`config.mk`:
```
export PLATFORM = sky130hd
export DESIGN_NAME = apw_wake
export DESIGN_NICKNAME = d
export VERILOG_FILES = /design/src/apw_pkg.sv /design/src/apw_wake.sv
export SDC_FILE = /design/constraint.sdc
export NUM_CORES = 1
export LEC_CHECK = 0
export ABC_AREA = 1
export BUFFER_PORTS_ARGS = -buffer_cell sky130_fd_sc_hd__buf_4
export CAP_MARGIN = 20
export CORE_MARGIN = 4
export CORE_UTILIZATION = 25
export CTS_CLUSTER_DIAMETER = 100
export DETAILED_ROUTE_END_ITERATION = 6
export SETUP_SLACK_MARGIN = 0.1
export SLEW_MARGIN = 20
export SYNTH_ARGS = -nofsm -noshare
export SYNTH_HDL_FRONTEND = slang
export SYNTH_SLANG_ARGS = --single-unit
```
`constraint.sdc`:
```
create_clock -name clk -period 1.62 [get_ports clk]
set_input_delay 0.081 -clock clk [delete_from_list [all_inputs] [get_ports clk]]
set_output_delay 0.081 -clock clk [all_outputs]
set_load 0.005 [all_outputs]
```
`src/apw_pkg.sv`:
```
// Package for the auto powerdown wake and pin-state block
// Function
// - Reset wake runs the full reset sequence
// - Register-access wake keeps all state intact
// - Motor enable write wakes; control read does not
// - Status read wakes; rate write does not
// - Any data port access wakes the part
// - Wake restarts the 10 ms countdown
// - Re-enter powerdown once conditions hold again
// - Offsets 0,1,2,4w,7 served without waking
// - Writes while down stored and effective later
// - Control/rate writes stay down unless motor/reset
// - Host bus live; interrupt and dma low
// - Tristate motor, select, write pins while down
// - Local logic pins keep working while down
// - Non-waking access returns to low power after
// - Auto powerdown only while enable bit set
// - Entry needs motors off, idle, head unloaded, timer
// - Status read or data access restarts countdown
package apw_pkg;
   localparam logic [2:0] OFS_DRIVE_CTRL  = 3'h2;
   localparam logic [2:0] OFS_RATE_STATUS = 3'h4;
   localparam logic [2:0] OFS_DATA_FIFO   = 3'h5;
   localparam logic [2:0] OFS_DISK_RATE   = 3'h7;
   localparam int         BIT_SW_RESET_DOR = 2;
   localparam int         BIT_SW_RESET_DSR = 7;
   localparam int         BIT_MOTOR_LO     = 4;
   localparam int         BIT_AUTO_PD      = 7;
   localparam logic [7:0] MAIN_STATUS_IDLE = 8'h80;
   localparam logic [7:0] DOR_RESET_VAL    = 8'h00;
   localparam logic [7:0] DSR_RESET_VAL    = 8'h02;
   localparam logic [7:0] CCR_RESET_VAL    = 8'h02;
   localparam int         CLK_MHZ          = 250;
   localparam int         PD_TIME_MS       = 10;
   localparam int         PD_CYCLES        = PD_TIME_MS * 1000 * CLK_MHZ;
   localparam int         CNT_W            = 22;

   typedef enum logic [2:0] {
      APW_RESET = 3'b001,
      APW_AWAKE = 3'b010,
      APW_DOWN  = 3'b100
   } apw_state_t;

   typedef struct packed {
      logic       read;
      logic       write;
      logic [2:0] addr;
      logic [7:0] wdata;
   } apw_host_t;

   typedef struct packed {
      logic [3:0] motor_on;
      logic [3:0] drive_sel;
      logic       write_stream;
      logic       write_enable;
      logic       direction;
      logic       step;
      logic       head_sel;
      logic       density_sel;
      logic [1:0] rate_code;
   } apw_drive_t;
endpackage

```
`src/apw_wake.sv`:
```
// Auto powerdown wake decision, timer and pin-state control
`timescale 1ns/1ps
`default_nettype none
module apw_wake
   import apw_pkg::*;
#(
   parameter int PD_COUNT = PD_CYCLES
) (
   input  wire logic       clk,
   input  wire logic       rst_n,
   input  wire logic       host_read_strobe,
   input  wire logic       host_write_strobe,
   input  wire logic [2:0] host_addr,
   input  wire logic [7:0] host_wdata,
   input  wire logic [7:0] main_status_in,
   input  wire logic       core_irq_in,
   input  wire logic       core_dma_req_in,
   input  wire logic       head_unload_done_in,
   input  wire logic [7:0] power_config_seven,
   input  wire apw_drive_t core_drive_in,
   output logic [7:0]      host_rdata,
   output logic            irq_out,
   output logic            dma_request_out,
   output logic            soft_reset_out,
   output logic            core_clock_enable,
   output logic            powered_down,
   output apw_drive_t      drive_out,
   output logic [3:0]      motor_on_oe_n,
   output logic [3:0]      drive_select_oe_n,
   output logic            write_stream_oe_n,
   output logic            write_enable_oe_n
);
   typedef struct packed {
      apw_state_t  fsm;
      logic [2:0]  rd_last;
      logic [2:0]  wr_last;
      apw_host_t   hs1;
      apw_host_t   hs2;
      logic [7:0]  drive_output_control;
      logic [7:0]  dsr;
      logic [7:0]  rate_config;
      logic [CNT_W-1:0] timer;
      logic [7:0]  rdata;
      logic        irq;
      logic        dma;
      logic        srst;
      logic        cken;
      logic        down;
      apw_drive_t  drv;
      logic        tri_n;
   } apw_regs_t;

   apw_regs_t s_reg;
   apw_regs_t s_next;

   logic rd_evt;
   logic wr_evt;
   logic wake_access;
   logic wake_reset;
   logic entry_ok;
   logic [7:0] wd;
   logic [2:0] ad;

   // Host strobes arrive from pins; the address and data settle before them
   assign rd_evt = s_reg.hs2.read & ~s_reg.rd_last[0];
   assign wr_evt = s_reg.hs2.write & ~s_reg.wr_last[0];
   assign wd     = s_reg.hs2.wdata;
   assign ad     = s_reg.hs2.addr;

   always_comb begin
      wake_reset = 1'b0;
      wake_access = 1'b0;
      if (wr_evt && ad == OFS_DRIVE_CTRL) begin
         if (wd[7:BIT_MOTOR_LO] != 4'h0) begin
            wake_access = 1'b1;
         end
         if (!wd[BIT_SW_RESET_DOR]) begin
            wake_reset = 1'b1;
         end
      end else if (wr_evt && ad == OFS_RATE_STATUS) begin
         wake_reset = wd[BIT_SW_RESET_DSR];
      end else if (rd_evt && ad == OFS_RATE_STATUS) begin
         wake_access = 1'b1;
      end else if ((rd_evt || wr_evt) && ad == OFS_DATA_FIFO) begin
         wake_access = 1'b1;
      end
   end

   assign entry_ok = s_reg.drive_output_control[7:BIT_MOTOR_LO] == 4'h0
                  && main_status_in == MAIN_STATUS_IDLE
                  && !core_irq_in
                  && head_unload_done_in
                  && s_reg.timer == '0;

   always_comb begin
      s_next = s_reg;
      s_next.hs1 = '{host_read_strobe, host_write_strobe, host_addr, host_wdata};
      s_next.hs2 = s_reg.hs1;
      s_next.rd_last = {2'b00, s_reg.hs2.read};
      s_next.wr_last = {2'b00, s_reg.hs2.write};
      s_next.srst = 1'b0;
      // Registers stay writable while down; effect appears after wake
      if (wr_evt && ad == OFS_DRIVE_CTRL) begin
         s_next.drive_output_control = wd;
      end
      if (wr_evt && ad == OFS_RATE_STATUS) begin
         s_next.dsr = wd;
      end
      if (wr_evt && ad == OFS_DISK_RATE) begin
         s_next.rate_config = wd;
      end
      if (rd_evt) begin
         if (ad == OFS_DRIVE_CTRL) begin
            s_next.rdata = s_reg.drive_output_control;
         end else if (ad == OFS_RATE_STATUS) begin
            s_next.rdata = main_status_in;
         end else begin
            s_next.rdata = 8'h00;
         end
      end
      if (s_reg.timer != '0) begin
         s_next.timer = s_reg.timer - CNT_W'(1);
      end
      if ((rd_evt && ad == OFS_RATE_STATUS) || ((rd_evt || wr_evt) && ad == OFS_DATA_FIFO)) begin
         s_next.timer = CNT_W'(PD_COUNT);
      end
      case (s_reg.fsm)
         APW_RESET: begin
            s_next.fsm = APW_AWAKE;
            s_next.timer = CNT_W'(PD_COUNT);
            s_next.cken = 1'b1;
         end
         APW_AWAKE: begin
            s_next.cken = 1'b1;
            if (!power_config_seven[BIT_AUTO_PD]) begin
               s_next.timer = CNT_W'(PD_COUNT);
            end else if (entry_ok && !wake_access && !wake_reset) begin
               s_next.fsm = APW_DOWN;
               s_next.down = 1'b1;
               s_next.cken = 1'b0;
            end
         end
         APW_DOWN: begin
            // Clock to core gated; register file above still serves bus
            s_next.cken = rd_evt | wr_evt;
            if (wake_reset) begin
               s_next.fsm = APW_RESET;
               s_next.down = 1'b0;
               s_next.srst = 1'b1;
            end else if (wake_access || !power_config_seven[BIT_AUTO_PD]) begin
               s_next.fsm = APW_AWAKE;
               s_next.down = 1'b0;
               s_next.cken = 1'b1;
               s_next.timer = CNT_W'(PD_COUNT);
            end
         end
         default: s_next.fsm = APW_RESET;
      endcase
      if (wake_reset && s_reg.fsm != APW_DOWN) begin
         s_next.srst = 1'b1;
      end
      s_next.irq  = s_next.down ? 1'b0 : core_irq_in;
      s_next.dma  = s_next.down ? 1'b0 : core_dma_req_in;
      s_next.drv  = core_drive_in;
      s_next.tri_n = ~s_next.down;
   end

   always_ff @(posedge clk or negedge rst_n) begin
      if (!rst_n) begin
         s_reg <= '{fsm: APW_RESET, drive_output_control: DOR_RESET_VAL, dsr: DSR_RESET_VAL,
                    rate_config: CCR_RESET_VAL, timer: '0, default: '0};
      end else begin
         s_reg <= s_next;
      end
   end

   assign host_rdata        = s_reg.rdata;
   assign irq_out           = s_reg.irq;
   assign dma_request_out   = s_reg.dma;
   assign soft_reset_out    = s_reg.srst;
   assign core_clock_enable = s_reg.cken;
   assign powered_down      = s_reg.down;
   assign drive_out         = s_reg.drv;
   // Enable low while driving
   assign motor_on_oe_n     = {4{~s_reg.tri_n}};
   assign drive_select_oe_n = {4{~s_reg.tri_n}};
   assign write_stream_oe_n = ~s_reg.tri_n;
   assign write_enable_oe_n = ~s_reg.tri_n;

   property p_wake_fifo;
      @(posedge clk) disable iff (!rst_n)
      (s_reg.fsm == APW_DOWN && (rd_evt || wr_evt) && ad == OFS_DATA_FIFO)
         |=> (powered_down == 1'b0 && core_clock_enable);
   endproperty
   a_wake_fifo: assert property (p_wake_fifo) else $error("fifo access did not wake");

   property p_dor_read_stays;
      @(posedge clk) disable iff (!rst_n)
      (s_reg.fsm == APW_DOWN && rd_evt && ad == OFS_DRIVE_CTRL && power_config_seven[7])
         |=> powered_down;
   endproperty
   a_dor_read_stays: assert property (p_dor_read_stays) else $error("control read woke");

   property p_pins_down;
      @(posedge clk) disable iff (!rst_n)
      powered_down |-> (!irq_out && !dma_request_out && motor_on_oe_n == 4'hF);
   endproperty
   a_pins_down: assert property (p_pins_down) else $error("pins active while down");

   property p_timer_restart;
      @(posedge clk) disable iff (!rst_n)
      (s_reg.fsm == APW_DOWN && wake_access) |=> s_reg.timer == CNT_W'(PD_COUNT);
   endproperty
   a_timer_restart: assert property (p_timer_restart) else $error("timer not restarted");

   property p_entry;
      @(posedge clk) disable iff (!rst_n)
      $rose(powered_down) |-> $past(s_reg.timer) == '0;
   endproperty
   a_entry: assert property (p_entry) else $error("entered early");

   property p_disable;
      @(posedge clk) disable iff (!rst_n)
      !power_config_seven[7] && !powered_down |=> !powered_down;
   endproperty
   a_disable: assert property (p_disable) else $error("down while disabled");

   property p_reset_wake;
      @(posedge clk) disable iff (!rst_n)
      (s_reg.fsm == APW_DOWN && wake_reset) |=> soft_reset_out ##1 !powered_down;
   endproperty
   a_reset_wake: assert property (p_reset_wake) else $error("reset wake missed");

   property p_dor_store;
      @(posedge clk) disable iff (!rst_n)
      (wr_evt && ad == OFS_DRIVE_CTRL) |=> s_reg.drive_output_control == $past(wd);
   endproperty
   a_dor_store: assert property (p_dor_store) else $error("write not stored");
endmodule
`default_nettype wire

```
# [Word level (Yosys, flattened, before mapping)]
# Index checks and enable logic that the tools add are counted.
[word_totals] latchBits=0 word_cells=105 in_bits=50 n_memories=0 regBits=91 mem_bits_ro=0 ramBits=0 out_inout_bits=39
[op_classes] eq_ne=11 div=0 mul=0 bitwise=7 n_addsub=1 magnitude_cmp=0 shift=0 n_mux=33 reduce_logical=24
[op_table] op="two-way mux 22 bit" count=5
[op_table] op="case mux 22 bit (3 select lines)" count=1
[op_table] op="zero test 22 bit" count=1
[op_table] op="nonzero test 22 bit" count=1
[op_table] op="subtractor 22 x 1 -> 22 bit (second input constant)" count=1
[op_table] op="two-way mux 8 bit" count=2
[op_table] op="two-way mux 1 bit" count=15
[op_table] op="two-way mux 3 bit" count=4
[op_table] op="logical AND 1 bit" count=11
[op_table] op="== test 3 bit (second input constant)" count=3
[op_table] op="case mux 3 bit (3 select lines)" count=1
[op_table] op="== test 8 bit (second input constant)" count=1
[op_table] op="== test 3 x 2 -> 1 bit (second input constant)" count=2
[op_table] op="two-way mux 2 bit" count=3
[op_table] op="!= test 3 bit (second input constant)" count=2
[op_table] op="zero test 1 bit" count=4
[op_table] op="zero test 4 bit" count=1
[op_table] op="!= test 2 bit (second input constant)" count=2
[op_table] op="inverter 1 bit" count=4
[op_table] op="nonzero test 4 bit" count=1
[op_table] op="== test 3 x 1 -> 1 bit (second input constant)" count=1
[op_table] op="logical OR 1 bit" count=3
[op_table] op="case mux 1 bit (3 select lines)" count=1
[op_table] op="AND reduction 3 bit" count=1
[op_table] op="4 further kinds" count=5

# [Depth between registers and ports, before layout]
# Gate-level depths: netlist (run 1).
[depth] word_depth=15 mapped_depth=13

# [Worst setup path before layout (run 1)]
# Ideal clock, no wire load.
[synth_timing] path_kind="reg2reg" start="register s_reg[30] (netlist bit)" end="register s_reg[50] (netlist bit)" n_path_buf=0 path_stages_with_launch=10 t_arrival_ns=1.394 setup_ns=0.115 path_slack_ns=0.112 cell_sequence="dfrtp_1 > inv_1 > ha_1 > nand2_1 > nor2_1 > nand3_1 > o21ai_0 > a21oi_1 > nand3_1 > inv_1"
[synth_rtl] element="from (decl)" line="apw_wake.sv:53" source="apw_regs_t s_reg;"
[synth_rtl] element="from (signal assigned)" line="apw_wake.sv:170" source="s_reg <= '{fsm: APW_RESET, drive_output_control: DOR_RESET_VAL, dsr: DSR_RESET_VAL,"
[synth_rtl] element="from (signal assigned)" line="apw_wake.sv:173" source="s_reg <= s_next;"

==> run summary, run 1 <==
The tools report the share of synthesized area occupied by flip-flops and latches as 0.570. The critical path runs through a total of 9 cells. The sequential cells in the finished layout cover a total of 2280 um^2.

For the post-layout worst setup margin, the log shows -0.0180 ns. The critical path goes through nor2_2, nand2_2, nor2_4, buf_4, buf_4, nand4_1, buf_6, nand3b_1, nor2_4. Routability-driven placement finished with a final weighted congestion of 0.824. The worst slew slack as a fraction of its limit is 0.657, and the wire length per cell is 12.2 um. On the worst path, the slowest cell contributes a delay of 0.40 ns.

The launch point of the critical path was s_reg[39]. For the worst voltage drop across the vdd grid, the log shows 0.000750 V. The power density over cell area was 1290 nW/um^2; the number of setup violations in the final report was 3. The endpoint identified for the worst register-to-register timing path is s_reg[44]. The number of max-slew violations in the final report came out at 0. The run finished, with violations left. The worst setup path is captured at a register.

The die covers 18100 um^2. The logs give 0 for the post-route antenna net violation count and 0.34 ns for the worst-skew pair later-pin latency. The first detailed-routing pass ran for 4 iterations. The share of the synthesized area in the top cell type was 0.563; the share of post-route cells with drive strength above 1 was 0.407. The overall track demand over capacity in global routing is 0.107, and the slack of the worst reg-to-reg path is -0.02 ns.

In this run, CTS created clock tree buffers numbering 9. Setup repair after global routing could not meet its margin everywhere. The total power draw is 7660 uW, and the global-route wire length before repair is 15.5 mm. The clock tree synthesis step divided the H-tree into 3 levels. For this block, the routed nets add up to 9.40 mm of wire.

After filler insertion, the fill cell instance count of the layout stands at 1527. Kind of start point of the critical path: a register. The core outline area is 15400 um^2, and the shortest clock period the worst path allows after layout is 1.64 ns. The checks that failed: negative setup slack.

STA puts the critical path data arrival time at 1.87 ns. In this run the deepest clock path goes through 2 buffers. In this run the count of I/O pins placed on the die edge is 89. In the post-synthesis netlist, the biggest area contributors are sky130_fd_sc_hd__dfrtp_1 (56%), sky130_fd_sc_hd__nand2_1 (6.6%), sky130_fd_sc_hd__buf_4 (6.4%). The final route contains 3187 vias.

The transition time of the tightest slew-check pin works out to 0.515 ns. By count the netlist is led by sky130_fd_sc_hd__dfrtp_1 (90), sky130_fd_sc_hd__nand2_1 (70), sky130_fd_sc_hd__inv_1 (56), sky130_fd_sc_hd__nor2_1 (39), sky130_fd_sc_hd__buf_4 (34). Dividing the detail-routed via count by the number of cells gives 4.12. The starting density of the core is 0.259, and the post-synth net total is 475. The clock-pin slew on the worst setup and hold paths is 0.07 ns, and the maximum number of pins on one net before global-route repair is 37. The total global routing overflow was 0.

Buffers placed on the I/O ports in this run total 81. Broken down by cell family, the worst path's largest delay share belongs to simple AND/OR/NAND/NOR gates. The multi-input logic area was 1520 um^2.

The netlist uses 32 different library cells. The share of synthesized flip-flops with an asynchronous set or reset works out to 1.00. Die height: 134 um. The area growth from synthesis to layout is 48.8%. In this run the critical register-to-register path is launched from s_reg[39].

For this run, the leading register cell type out of synthesis is sky130_fd_sc_hd__dfrtp_1. The register with the most flip-flops in the layout has 36 of them. The cell area after synthesis is 4000 um^2. The number of antenna violations at the first check in global routing was 0. The path class of the tightest hold or removal check is in2reg.

The path type of the worst setup path is reg2reg. In the routed design, unresolved DRC markers number 0. Detailed placement finished with a half-perimeter wire length of 6.29 mm. The portion of the clock cycle consumed by the worst path in the final layout was 1.01; the required time of the critical path was 1.86 ns. By instance count, the leading cell after synthesis is sky130_fd_sc_hd__dfrtp_1. The register bit total from synthesis was 91; the yosys synthesis warning count was 0. The number of enable flip-flop cells after synthesis was 0.

In this run the mean area of a mapped cell was 9.45 um^2. Measured in cells, the most critical reg-to-reg path has a length of 9. In this run the horizontal extent of the chip is 134 um. Post-route core utilization: 0.386.

The aggregate negative setup slack is -0.0352 ns. The clock skew after layout is 0.00508 ns. Following the worst setup path forward leads to its endpoint at s_reg[44]. TritonCTS built the clock tree. The count of max-cap constraint violations was 0; the antenna diode count was 0. The initialized floorplan defines 45 standard-cell rows. The slowest cell on the critical path was sky130_fd_sc_hd__dfrtp_1.

The root buffer cell chosen for the clock tree is sky130_fd_sc_hd__clkbuf_16. CTS saw 91 sinks. Cell type contributing the most total cell area after synthesis: sky130_fd_sc_hd__dfrtp_1. Along the worst path, the maximum fanout reaches 8. The first routing iteration left 105 violations. The tools report the via count of the first global-routing pass as 3263.

The critical path buffer and inverter count is 3. For the post-layout net count, the log shows 609. The static leakage is 0.00279 uW. Timing would allow up to 611 MHz. Counting every instance in the synthesized netlist gives 423.

The run gives 0 as the count of final hold-check violations.
==> logic make-up (layout without fill, tap and decap cells) <==
group | after synthesis | after routing | synth area share
buf+inv | 98 | 237 | 0.126
simple gates | 193 | 193 | 0.233
fa+ha+maj | 2 | 2 | 0.00626
flops | 91 | 91 | 0.570
compound gates | 31 | 31 | 0.0473
xor+xnor | 8 | 8 | 0.0175
==> per-layer routing <==
layer	routed length, um	track usage	vias up	share of wire
li1	-	-	1566	-
met4	216	0.0469	0	0.023
met1	3890	0.126	1541	0.41
met2	4940	0.186	67	0.53
met5	0	0	-	0
met3	355	0.0272	13	0.038
==> cell type report <==
type                    count  share of cell area
clock buffers               9              0.0379
clock inverters             7              0.0145
inverters                  59              0.0377
multi-input cells         234               0.255
flip-flops and latches     91               0.383
well taps                 211              0.0444
repair buffers            162               0.227
==> worst min path at each step <==
stage	start	end	slack, ns	cells past startpoint
finish	main_status_in[7]	host_rdata[7]	0.05	3
global route	main_status_in[7]	host_rdata[7]	0.03	3
CTS	main_status_in[7]	host_rdata[7]	0.03	3
detailed placement	rst_n	drive_out[7]	0.1	1
global placement	rst_n	drive_out[4]	0.09	1
floorplan	rst_n	ad[0]	-0.21	0
==> per-stage QoR <==
stage / worst slack, ns / cells / area (um^2) / hold WS (ns)
final: -0.0180 / 773 / 5950 / 0.0504
after global routing: -0.139 / 773 / 5950 / 0.0348
after CTS: 0.0163 / 766 / 5740 / 0.0288
after detailed placement: -0.0502 / 702 / 4810 / 0.0973
after global placement: 0.0129 / 702 / 4810 / 0.0895
after floorplan: 0.112 / 423 / 4000 / -0.215
==> where the power goes <==
| part | switching, uW | internal, uW |
|---|---|---|
| combinational | 1480 | 1280 |
| sequential | 191 | 2560 |
| clock | 940 | 1220 |
==> what timing repair did <==
item | in CTS | in global routing
hold buffers | 32 | 0
pin swaps | 18 | 19
setup buffers | 15 | 6
gates cloned | 1 | 1
gates resized for setup | 44 | 41
hold endpoints to repair | 62 | 0
setup endpoints to repair | 29 | 30
==> layout by cell type (no fill, tap or decap), drive strengths merged, types with 4 or more instances in the layout <==
cell,n
o21ai,18
nand2,78
xor2,7
buf,129
or2,4
nand3,34
dlygate4sd3,32
o221ai,8
clkinv,5
nand4,8
a21oi,5
nor3,8
clkbuf,10
dfrtp,90
inv,60
nor2,59
==> worst register-to-register path: cells and delay by family, from the launching register on <==
family / cells / cell delay (ns)
simple gates: 6 / 0.72
buf+inv: 3 / 0.41
flops: 1 / 0.40
Power figures use the tool's default switching activity.
==> run 2, diff against run 1 <==
--- a/config.mk
+++ b/config.mk
@@ -12,6 +12,7 @@
 export CORE_UTILIZATION = 25
 export CTS_CLUSTER_DIAMETER = 100
 export DETAILED_ROUTE_END_ITERATION = 6
+export MAX_ROUTING_LAYER = met4
 export SETUP_SLACK_MARGIN = 0.1
 export SLEW_MARGIN = 20
 export SYNTH_ARGS = -nofsm -noshare
==> run 2 against run 1 <==
Against the previous run:
- the run still ends with negative setup slack left
- fmax grew 0.39%
- cell count rose by 0.13%
- non-clock buffer count up 1
- flip-flop and latch count did not move
- power decreased by 8.6%
- sequential power about the same
- via count fell by 0.60%
- global-route usage is essentially flat
- hold slack worse by 0.0060 ns
- clock skew grew 0.0022 ns
==> run summary, run 2 (synthesized netlist as in run 1, its figures left out) <==
The power density over cell area was 1230 nW/um^2 (-4.9%). The worst slew slack as a fraction of its limit was 0.701 (+0.0444); the post-route antenna net violation count was 0 (unchanged). For the number of vias after detailed routing, the log shows 3168 (-0.60%). Count of final hold-check violations: 0 (unchanged). The run gives 0.851 (+3.3%) as the global placer's final weighted congestion. For the static leakage, the log shows 0.00274 uW (-1.9%). The checks that failed: negative setup slack. The tools report the total die area as 18100 um^2 (unchanged). The maximum number of pins on one net before global-route repair came out at 31 (-16%). The tools report the total global routing overflow as 0 (unchanged). In the layout the commonest cells are sky130_fd_sc_hd__buf_4 (126), sky130_fd_sc_hd__dfrtp_1 (90), sky130_fd_sc_hd__nand2_1 (67), sky130_fd_sc_hd__inv_1 (52), sky130_fd_sc_hd__dlygate4sd3_1 (32). The tools report the number of setup violations in the final report as 1 (-2). STA classifies the critical path startpoint as a register. The number of buffers added on ports came out at 81 (unchanged).

The worst hold path belongs to the class in2reg. By startpoint and endpoint, the worst setup path is classified as reg2reg. The category of the worst setup path capture point is a register. The maximum clock path buffer count came out at 2 (unchanged). The count of non-filler cells in the finished layout was 774 (+0.13%). Setup repair after global routing could not meet its margin everywhere. By instance count, the cell type seen most on the critical path is sky130_fd_sc_hd__buf_6. The starting density of the core came out at 0.259 (unchanged). Overall track demand over capacity in global routing: 0.107 (-0.000204). TritonCTS built the clock tree. The count of max-cap constraint violations is 0 (unchanged), and the area growth from synthesis to final layout is 43.0%.

The routed wire length was 8.99 mm (-4.4%). The transition time of the tightest slew-check pin came out at 0.448 ns (-0.0666 ns). The number of top-level pins is 89 (unchanged). The total instance count after detailed placement came out at 706 (+0.57%). The logs give 613 MHz (+0.39%) for the maximum operating frequency and 4840 um^2 (+0.62%) for the instance area at placement. Clock tree synthesis selected as its root buffer the cell sky130_fd_sc_hd__clkbuf_16. The run gives 116 (+10%) as the starting DRC count in detailed routing.

The tools report the number of antenna violations at the first check in global routing as 0 (unchanged). For the number of max-slew violations in the final report, the log shows 0 (unchanged). The share of post-route cells with drive strength above 1 came out at 0.373 (-0.0345). Worst voltage drop across the vdd grid: 0.000629 V (-16%). The run gives 0.00725 ns (+0.00216 ns) as the clock skew after layout. The die boundary width is 134 um (unchanged). The die height is 134 um (unchanged), and the ratio of routed vias to standard cells is 4.09 (-0.72%). The tools report the remaining routing DRC violations as 0 (unchanged). Among all stages on the critical path, the largest delay is contributed by sky130_fd_sc_hd__dfrtp_1.

The run gives 610 (+0.16%) as the post-layout net count. The number of flip-flops in the largest register works out to 36 (unchanged). The tools report the post-layout worst setup margin as -0.0117 ns (+0.00632 ns).

Clock net sink count: 91 (unchanged). The cell area after layout is 5720 um^2 (-3.9%). The logs give 9 (unchanged) for the total clock buffers created by CTS and 0.34 ns (about the same) for the worst-skew pair later-pin latency. The HPWL after detailed placement was 6.33 mm (+0.65%). The logs give 4 (unchanged) for the number of search-and-repair iterations in the first detailed-routing pass and 3 (unchanged) for the H-tree level count. The antenna diode count is 0 (unchanged). The core outline area was 15400 um^2 (unchanged). The placement row count is 45 (unchanged), and the arrival time of the worst setup path is 1.85 ns (-0.02 ns). The critical path buffer and inverter count was 2 (-1). Leaving out fill and tap cells, the most frequent cell in the layout is sky130_fd_sc_hd__buf_4. The signal on the critical path passes through nor2_2, nand2_2, nor2_4, buf_6, nand3_4, buf_6, nand2_1, nor2_1, a21oi_1, nand3_1. The top fanout value on the critical path was 5 (-3); the portion of the clock cycle consumed by the worst path in the final layout was 1.01 (-0.00390).

The shortest clock period the worst path allows after layout was 1.63 ns (-0.00632 ns); the total power draw was 7010 uW (-8.6%). The wire length per cell was 11.6 um (-4.5%). The run finished, with violations left. The clock-pin slew on the worst setup and hold paths is 0.07 ns (about the same), and the biggest cell delay along the critical path is 0.41 ns (about the same).

Critical path's top delay family: simple AND/OR/NAND/NOR gates. The via count of the first global-routing pass is 3337 (+2.3%), and the required time of the critical path is 1.83 ns (-0.03 ns). The global-route wire length before repair came out at 15.2 mm (-1.6%). The aggregate negative setup slack was -0.0117 ns (+0.0235 ns).
[run 2: cell type report]
cell class	instances	area, um^2
clock inverter	5	43.8
fill	1548	9710
timing repair buffer	163	1340
multi-input combinational	234	1330
inverter	59	221
tap	211	264
sequential	91	2280
clock buffer	11	243
[run 2: metal layers]
layer,part of all wire,vias to the layer above,global-route usage
met3,0.030,11,0.0216
met4,0.017,0,0.0498
li1,-,1568,-
met5,0,-,-
met1,0.43,1521,0.124
met2,0.52,68,0.179
[run 2: worst min-delay path, delay by kind of cell]
| kind | cells | cell delay, ns |
|---|---|---|
| AO/OA/AOI/OAI | 1 | 0.14 |
| buffers and inverters | 2 | 0.12 |
[run 2: worst paths after layout]
kind,depth (start not counted),startpoint,end,slack [ns]
worst max-delay path,10,s_reg[39],s_reg[35],-0.01
worst min-delay path,3,main_status_in[7],host_rdata[7],0.04
worst max register to register,10,s_reg[39],s_reg[35],-0.01
worst min register to register,0,s_next[79],wd[3],0.35
max in group asynchronous,3,rst_n,s_reg[36],0.83
min in group asynchronous,2,rst_n,drive_out[10],0.24
[run 2: repair_timing]
action / 4_1_cts / 5_1_grt
resized for setup: 28 / 8
pin swaps: 9 / 8
buffers inserted: 14 / 6
endpoints found under the hold margin: 55 / 0
endpoints found under the setup margin: 28 / 29
hold buffers: 32 / 0
[run 2: power by group]
group | internal (uW) | total, uW | switching (uW)
Clock | 1100 | 2000 | 897
Sequential | 2560 | 2720 | 164
Combinational | 1090 | 2290 | 1200
Total | 4740 | 7010 | 2260
[run 2: through the flow]
step	util	setup slack, ns	hold slack [ns]
floorplan	-	0.112	-0.215
global placement	0.314	-0.00756	0.0544
detailed placement	0.314	-0.0399	0.0643
CTS	0.366	0.0550	0.0381
global route	0.371	-0.133	0.0289
finish	0.371	-0.0117	0.0444
